**config.mk**
```make
export PLATFORM = sky130hd
export DESIGN_NAME = blbl_bus_if
export DESIGN_NICKNAME = d
export VERILOG_FILES = /design/src/verilog/blbl_pkg.sv /design/src/verilog/blbl_bus_if.sv
export SDC_FILE = /design/constraint.sdc
export NUM_CORES = 1
export LEC_CHECK = 0
export ABC_AREA = 1
export BUFFER_PORTS_ARGS = -buffer_cell sky130_fd_sc_hd__clkbuf_2
export CAP_MARGIN = 5
export CORE_MARGIN = 1
export CORE_UTILIZATION = 48
export DETAILED_ROUTE_END_ITERATION = 8
export HOLD_SLACK_MARGIN = 0.1
export PLACE_DENSITY = 0.9
export SLEW_MARGIN = 25
export SYNTH_ARGS = -nofsm -noshare
export SYNTH_HDL_FRONTEND = slang
export SYNTH_SLANG_ARGS = --single-unit
```
**constraint.sdc**
```tcl
create_clock -name mclk -period 1.8 [get_ports mclk]
set_clock_uncertainty 0.15 [all_clocks]
set_input_delay 0.09 -clock mclk [delete_from_list [all_inputs] [get_ports mclk]]
set_output_delay 0.09 -clock mclk [all_outputs]
set_load 0.03 [all_outputs]
```
**src/verilog/blbl_pkg.sv**
```systemverilog
package blbl_pkg;

// ==========================================================
// burst and lane encodings
localparam logic [1:0] BLBL_BLEN_FOUR = 2'h1;
localparam logic [1:0] BLBL_BLEN_RST = 2'h0;
localparam logic [1:0] BLBL_BEAT_LAST = 2'h3;
localparam logic [3:0] BLBL_BE_ALL = 4'hf;
localparam logic [3:0] BLBL_BE_RST = 4'h0;
localparam logic [31:0] BLBL_WORD_RST = 32'h0;

typedef enum logic [1:0] {
    BLBL_IDLE,
    BLBL_ADDR,
    BLBL_BEAT
} blbl_state_e;

// core-side request
typedef struct packed {
    logic valid;
    logic write;
    logic burst;
    logic [31:2] addr;
    logic [3:0] be;
    logic [31:0] wdata;
} blbl_req_s;

// bus-side address phase outputs
typedef struct packed {
    logic address_valid;
    logic write;
    logic burst_indicator;
    logic [1:0] burst_length_code;
    logic [3:0] byte_lane_enables;
    logic [31:2] addr;
} blbl_abus_s;

typedef struct packed {
    blbl_state_e st;
    blbl_abus_s ab;
    logic [31:0] wdata;
    logic [31:0] rdata;
    logic rvalid;
    logic [1:0] beat;
    logic [1:0] base;
    logic sblock_m;
    logic sblock_q;
    logic busy;
} blbl_state_s;

endpackage

```
**src/verilog/blbl_bus_if.sv**
```systemverilog
// Contract
// burst length code meaningful only while address valid is high
// burst length code is 1 for four-beat bursts; 0,2,3 never driven; the design drives 0 from reset until the first start
// ordering select is static: high sub-block order, low sequential
// each byte enable high exactly when its byte is transferred
// byte enables valid only with address valid; target ignores else
// enable bit n covers data bits 8n+7:8n on reads and writes
// address valid marks a new transaction and is always defined
// burst indicator high for line fills and write bursts only
// target ignores codes without address valid, latches at start
module blbl_bus_if import blbl_pkg::*; (
    // clock and reset
    input wire logic mclk,
    input wire logic sys_rst,
    // core side
    input wire blbl_req_s req,
    output logic req_busy,
    output logic [31:0] rd_word,
    output logic rd_word_valid,
    // static strap
    input wire logic subblock_order_select,
    // external bus
    output blbl_abus_s abus,
    output logic [31:0] write_data_bus,
    input wire logic [31:0] read_data_bus,
    input wire logic beat_done
);

blbl_state_s s_q, s_d;

// lane mask: only enabled lanes of incoming read data and outgoing write data are kept
function automatic logic [31:0] lane_mask(input logic [3:0] be);
    logic [31:0] m;
    m = '0;
    for (int i = 0; i < 4; i++) begin
        m[i*8 +: 8] = {8{be[i]}};
    end
    return m;
endfunction

// burst word order: sub-block flips index bits, sequential wraps mod 4
function automatic logic [1:0] burst_lane(input logic [1:0] base,
                                          input logic [1:0] beat,
                                          input logic sub);
    return sub ? (base ^ beat) : 2'(base + beat);
endfunction

// ==========================================================
// next state
always_comb begin
    s_d = s_q;
    s_d.rvalid = 1'b0;
    // strap passes two flops before use
    s_d.sblock_m = subblock_order_select;
    s_d.sblock_q = s_q.sblock_m;
    // qualifier is a one-cycle pulse
    s_d.ab.address_valid = 1'b0;
    case (s_q.st)
        BLBL_IDLE: begin
            // new transaction start
            if (req.valid) begin
                s_d.st = BLBL_ADDR;
                s_d.busy = 1'b1;
                s_d.ab.address_valid = 1'b1;
                s_d.ab.write = req.write;
                s_d.ab.addr = req.addr;
                // burst flag for bursts
                s_d.ab.burst_indicator = req.burst;
                // four-beat code
                s_d.ab.burst_length_code = BLBL_BLEN_FOUR;
                // lanes; bursts move whole words
                s_d.ab.byte_lane_enables = req.burst ? BLBL_BE_ALL : req.be;
                // lanes gated here so the output leaves a flop directly
                s_d.wdata = req.wdata & lane_mask(s_d.ab.byte_lane_enables);
                s_d.beat = 2'h0;
                s_d.base = req.addr[3:2];
            end
        end
        BLBL_ADDR, BLBL_BEAT: begin
            s_d.st = BLBL_BEAT;
            if (beat_done) begin
                // sample enabled read lanes only
                s_d.rdata = read_data_bus & lane_mask(s_q.ab.byte_lane_enables);
                s_d.rvalid = ~s_q.ab.write;
                if (!s_q.ab.burst_indicator || s_q.beat == BLBL_BEAT_LAST) begin
                    s_d.st = BLBL_IDLE;
                    s_d.busy = 1'b0;
                    s_d.ab.burst_indicator = 1'b0;
                end else begin
                    s_d.beat = s_q.beat + 2'h1;
                    // sub-block xor vs sequential add
                    s_d.ab.addr[3:2] = burst_lane(s_q.base, s_d.beat,
                                                  s_q.sblock_q);
                end
            end
        end
        default: s_d.st = BLBL_IDLE;
    endcase
end

// ==========================================================
// registers
always_ff @(posedge mclk) begin
    if (sys_rst) begin
        s_q <= '0;
        s_q.st <= BLBL_IDLE;
    end else begin
        s_q <= s_d;
    end
end

assign abus = s_q.ab;
assign req_busy = s_q.busy;
assign rd_word = s_q.rdata;
assign rd_word_valid = s_q.rvalid;
// drive only enabled write lanes
assign write_data_bus = s_q.wdata;

// ==========================================================
// checks
property p_blen;
    @(posedge mclk) disable iff (sys_rst)
    abus.address_valid |-> abus.burst_length_code == BLBL_BLEN_FOUR;
endproperty
a_blen: assert property (p_blen) else $error("bad burst code");

property p_av_defined;
    @(posedge mclk) disable iff (sys_rst)
    req.valid && !req_busy |=> abus.address_valid;
endproperty
a_av_defined: assert property (p_av_defined) else $error("no avalid");

property p_av_pulse;
    @(posedge mclk) disable iff (sys_rst)
    abus.address_valid |=> !abus.address_valid;
endproperty
a_av_pulse: assert property (p_av_pulse) else $error("avalid held");

property p_be_burst;
    @(posedge mclk) disable iff (sys_rst)
    abus.address_valid && abus.burst_indicator |->
        abus.byte_lane_enables == BLBL_BE_ALL;
endproperty
a_be_burst: assert property (p_be_burst) else $error("burst lanes");

property p_be_single;
    @(posedge mclk) disable iff (sys_rst)
    req.valid && !req_busy && !req.burst |=>
        abus.byte_lane_enables == $past(req.be);
endproperty
a_be_single: assert property (p_be_single) else $error("lanes");

property p_burst_flag;
    @(posedge mclk) disable iff (sys_rst)
    req.valid && !req_busy |=> abus.burst_indicator == $past(req.burst);
endproperty
a_burst_flag: assert property (p_burst_flag) else $error("burst flag");

property p_wlanes;
    @(posedge mclk) disable iff (sys_rst)
    (write_data_bus & ~lane_mask(abus.byte_lane_enables)) == 32'h0;
endproperty
a_wlanes: assert property (p_wlanes) else $error("write lanes");

property p_order;
    @(posedge mclk) disable iff (sys_rst)
    s_q.st == BLBL_BEAT && beat_done && s_q.sblock_q && abus.burst_indicator
    && s_q.beat != BLBL_BEAT_LAST |=>
        abus.addr[3:2] == (s_q.base ^ s_q.beat);
endproperty
a_order: assert property (p_order) else $error("subblock order");

property p_seq_order;
    @(posedge mclk) disable iff (sys_rst)
    s_q.st == BLBL_BEAT && beat_done && !s_q.sblock_q && abus.burst_indicator
    && s_q.beat != BLBL_BEAT_LAST |=>
        abus.addr[3:2] == 2'(s_q.base + s_q.beat);
endproperty
a_seq_order: assert property (p_seq_order) else $error("seq order");

property p_first_beat;
    @(posedge mclk) disable iff (sys_rst)
    abus.address_valid |->
        s_q.beat == 2'h0 && abus.addr[3:2] == s_q.base;
endproperty
a_first_beat: assert property (p_first_beat) else $error("first");

property p_rvalid;
    @(posedge mclk) disable iff (sys_rst)
    req_busy && beat_done && !abus.write |=> rd_word_valid;
endproperty
a_rvalid: assert property (p_rvalid) else $error("no read word");

property p_wr_quiet;
    @(posedge mclk) disable iff (sys_rst)
    abus.write |=> !rd_word_valid;
endproperty
a_wr_quiet: assert property (p_wr_quiet) else $error("rd on write");

property p_rd_lanes;
    @(posedge mclk) disable iff (sys_rst)
    rd_word_valid |->
        (rd_word & ~lane_mask(abus.byte_lane_enables)) == 32'h0;
endproperty
a_rd_lanes: assert property (p_rd_lanes) else $error("read lanes");

property p_busy_av;
    @(posedge mclk) disable iff (sys_rst)
    abus.address_valid |-> req_busy && abus.write == $past(req.write);
endproperty
a_busy_av: assert property (p_busy_av) else $error("start fields");

property p_busy_release;
    @(posedge mclk) disable iff (sys_rst)
    req_busy && beat_done && (!abus.burst_indicator ||
        s_q.beat == BLBL_BEAT_LAST) |=> !req_busy;
endproperty
a_busy_release: assert property (p_busy_release) else $error("end");

property p_burst_hold;
    @(posedge mclk) disable iff (sys_rst)
    req_busy && beat_done && abus.burst_indicator &&
        s_q.beat != BLBL_BEAT_LAST |=> req_busy;
endproperty
a_burst_hold: assert property (p_burst_hold) else $error("short");

c_single: cover property (@(posedge mclk) abus.address_valid &&
    !abus.burst_indicator);
c_burst: cover property (@(posedge mclk) abus.address_valid &&
    abus.burst_indicator);
c_read: cover property (@(posedge mclk) rd_word_valid);
c_write: cover property (@(posedge mclk) abus.address_valid && abus.write);
c_subblock: cover property (@(posedge mclk) s_q.sblock_q &&
    abus.address_valid && abus.burst_indicator);

endmodule

```
==> results.md <==
* Switching share of power at 32.3%
* Synth area leaders: dfxtp_1 46%, buf_4 16%, nand2_1 9.2%
* Port Buffers at 208
* Post-DRT Antenna Nets at 0
* Power Density at 863 nW/um^2
* Final Hold Vio Count at 0
* # rows at 36
* 1st-pass router iterations at 4
* DR WL met3 at 611 um
* First-pass GRT wire length at 20300 um
* Worst-Margin Slew at 0.682 ns
* Routed wire length at 13900 um
* Kind of cell adding the most delay to the critical path: buffers and inverters
* HP Start: sys_rst
* Max stage delay cell, worst path: dlygate4sd3_1
* Post-CTS Setup Repair Bufs at 0
* # IOs at 210
* WP data required at 1.96 ns
* Via count at 4681
* EDFF count, synth at 0
* Die ar. at 10600 um^2
* Placer Congestion at 0.856
* Hold path endpoint: abus[34]
* Iteration-0 DRC count of the detailed router at 161
* Initial core utilization at 49.8%
* Reg2Reg Depth at 6
* Hold crit path type: input pin to register
* Prevailing post-synth register cell: dfxtp_1
* Crit. End Element: register
* Setup CP Type: register to register
* Hpwl dp at 8010 um
* Worst vdd ir at 533 uV
* Nets at 932
* Clock Tree Buf Depth at 2
* Relative slew slack at 54.6%
* Int Power at 3840 uW
* Worst r2r src: s_q[111]
* Combinational share of power at 23.9%
* Achievable Freq at 591 MHz
* Routed met2 length at 7400 um
* Latest clock arrival within the worst-skew pair at 0.36 ns
* Synth cell types at 21
* Post-layout util at 66.9%
* CTS tree: built
* CTS root buffer: clkbuf_8
* Antenna violations before repair at 0
* Synth area leader: dfxtp_1
* Mapped Nets at 733
* FF-to-FF setup slack at 0.11 ns
* Total grt overflow at 0
* Pin count of the biggest net entering global routing at 64
* Synthesized area per cell at 7.83 um^2
* Synth Cell Area at 4890 um^2
* Flop pwr share at 48.5%
* MaxCap Viol Count at 0
* Tmin final at 1.69 ns
* Critical Path AT at 1.85 ns
* Die H at 103 um
* Syn. warnings at 0
* Clock power frac at 27.6%
* GR Util All Layers at 24.9%
* Setup violators final at 0
* Fill count at 792
* CP max stage delay at 0.56 ns
* P_leak at 0.00301 uW
* Status: finished clean
* CTS sink cnt at 112
* Cell Chain, Critical Path: inv_1 > ha_4 > nand2_2 > o21ai_0 > dlygate4sd3_1 > nor2_1
* Bufs and invs on worst path at 2
* Max layer used: met4
* Share of the yosys chip area belonging to registers at 45.9%
* Cells after Synth at 624
* Met1 wire length at 5290 um
* Share of cells above drive strength 1 at 29.5%
* Synth top area share at 45.9%
* Vias in the first global route at 4347
* RSZ-0062 raised after global routing: false
* H-tree level count at 3
* Post-synthesis register bit count at 112
* Vias per inst at 4.87
* Sw Pwr at 1830 uW
* Slew Limit Fails at 0
* Worst hold stages at 5
* Final setup TNS at 0 ns
* Max Fanout on Critical Path at 7
* CP Launch Type: register
* # diodes at 0
* Wire length per cell at 14.5 um
* P&R area growth vs syn at 34.4%
* Core area at 9820 um^2
* Period utilisation layout at 94.0%
* CTS Buf Count at 9
* Worst-path clk slew at 0.11 ns
* DRC viols at 0
* Die Wd at 103 um
* Critical R2R Capture: abus[25]
* FFs w/ async S/R, synth at 0%
-- through the flow --
stage          setup slack, ns  cell area (um^2)  total power, uW  hold slack (ns)  cells
2_1_floorplan            0.278              4890             3730           0.0431    624
3_3_place_gp             0.138              5280             3910            0.140    839
3_5_place_dp            0.0461              5280             3930            0.141    839
4_1_cts                 0.0302              6550             5660            0.121    961
5_1_grt                 0.0220              6570             5930            0.175    961
6_report                 0.107              6570             5670            0.133    961
-- worst reg2reg max path, delay by kind of cell, from the launching register on --
family / cells / cell delay (ns)
AOI/OAI and AO/OA: 1 / 0.09
adders and majority gates: 1 / 0.17
buffers and inverters: 2 / 0.65
DFF: 1 / 0.37
and+or+nand+nor: 2 / 0.22
-- cell families (layout without fill, tap and decap cells) --
logic type | count (synthesis) | after routing | share of synthesized area [%]
AND/OR/NAND/NOR | 247 | 247 | 21.7
buffers and inverters | 153 | 357 | 20.3
flip-flops | 112 | 112 | 45.9
AO/OA/AOI/OAI | 107 | 107 | 11.1
adder cells (fa/ha/maj) | 4 | 4 | 1.02
other | 1 | 1 | 0.0768
-- cells in the mapped netlist, types with 2 or more instances --
| library cell | number |
|---|---|
| nand2_1 | 120 |
| dfxtp_1 | 112 |
| buf_4 | 106 |
| nor2_1 | 77 |
| a21oi_1 | 73 |
| nand3_1 | 41 |
| o21ai_0 | 32 |
| clkbuf_1 | 20 |
| inv_1 | 16 |
| buf_2 | 9 |
| ha_1 | 4 |
| nor2_8 | 4 |
| nand2_2 | 2 |
-- metal layers --
layer  vias up  GRT usage, %
met4         0          14.8
met2       186          46.6
li1       2295             -
met1      2148          25.9
met5         -             0
met3        52          4.54
-- power groups by stage --
stage	logic [uW]	clock network, uW	registers [uW]
after floorplan	968	0	2770
after global placement	1120	0	2790
after detailed placement	1130	0	2800
after CTS	1320	1600	2740
after global routing	1460	1700	2770
final	1350	1570	2750
-- layout by cell type, fill, tap and decap left out, types with 3 or more instances in the layout --
cell type / netlist / routed
dlygate4sd3_1: 0 / 106
nor2_1: 77 / 77
nand3_1: 41 / 41
buf_4: 106 / 7
a21oi_1: 73 / 72
dfxtp_1: 112 / 112
ha_1: 4 / 3
clkbuf_2: 0 / 208
buf_12: 0 / 3
o21ai_0: 32 / 32
clkbuf_8: 0 / 9
nand2_1: 120 / 120
inv_1: 16 / 16
nor2_8: 4 / 4
-- worst max path at each step --
stage	from	depth (start not counted)	slack, ns	end
5_1_grt	s_q[111]	6	0.02	abus[25]
3_5_place_dp	s_q[111]	7	0.05	rd_word[8]
6_report	s_q[111]	6	0.11	abus[25]
3_3_place_gp	s_q[111]	8	0.14	abus[1]
4_1_cts	s_q[111]	7	0.03	rd_word[8]
2_1_floorplan	s_q[111]	8	0.28	s_q[5]
-- repair_timing --
action	4_1_cts	5_1_grt
hold endpoints to repair	110	0
resized for setup	0	3
hold buffers	106	0
endpoints found under the setup margin	0	30
-- state kept, by name, summed over array words and instances (netlist names) --
name            cells
abus               38
rd_word            32
write_data_bus     32
s_q                 7
rd_word_valid       1
req_busy            1
s_d                 1
-- final cells by class --
class | count | area [um^2] | area share (%)
multi-input combinational | 359 | 1670 | 25.4
clock inverter | 7 | 88.8 | 1.35
sequential | 112 | 2240 | 34.1
clock buffer | 9 | 124 | 1.89
inverter | 17 | 63.8 | 0.971
tap | 133 | 166 | 2.53
timing repair buffer | 324 | 2210 | 33.7
Power figures use the tool's default switching activity.
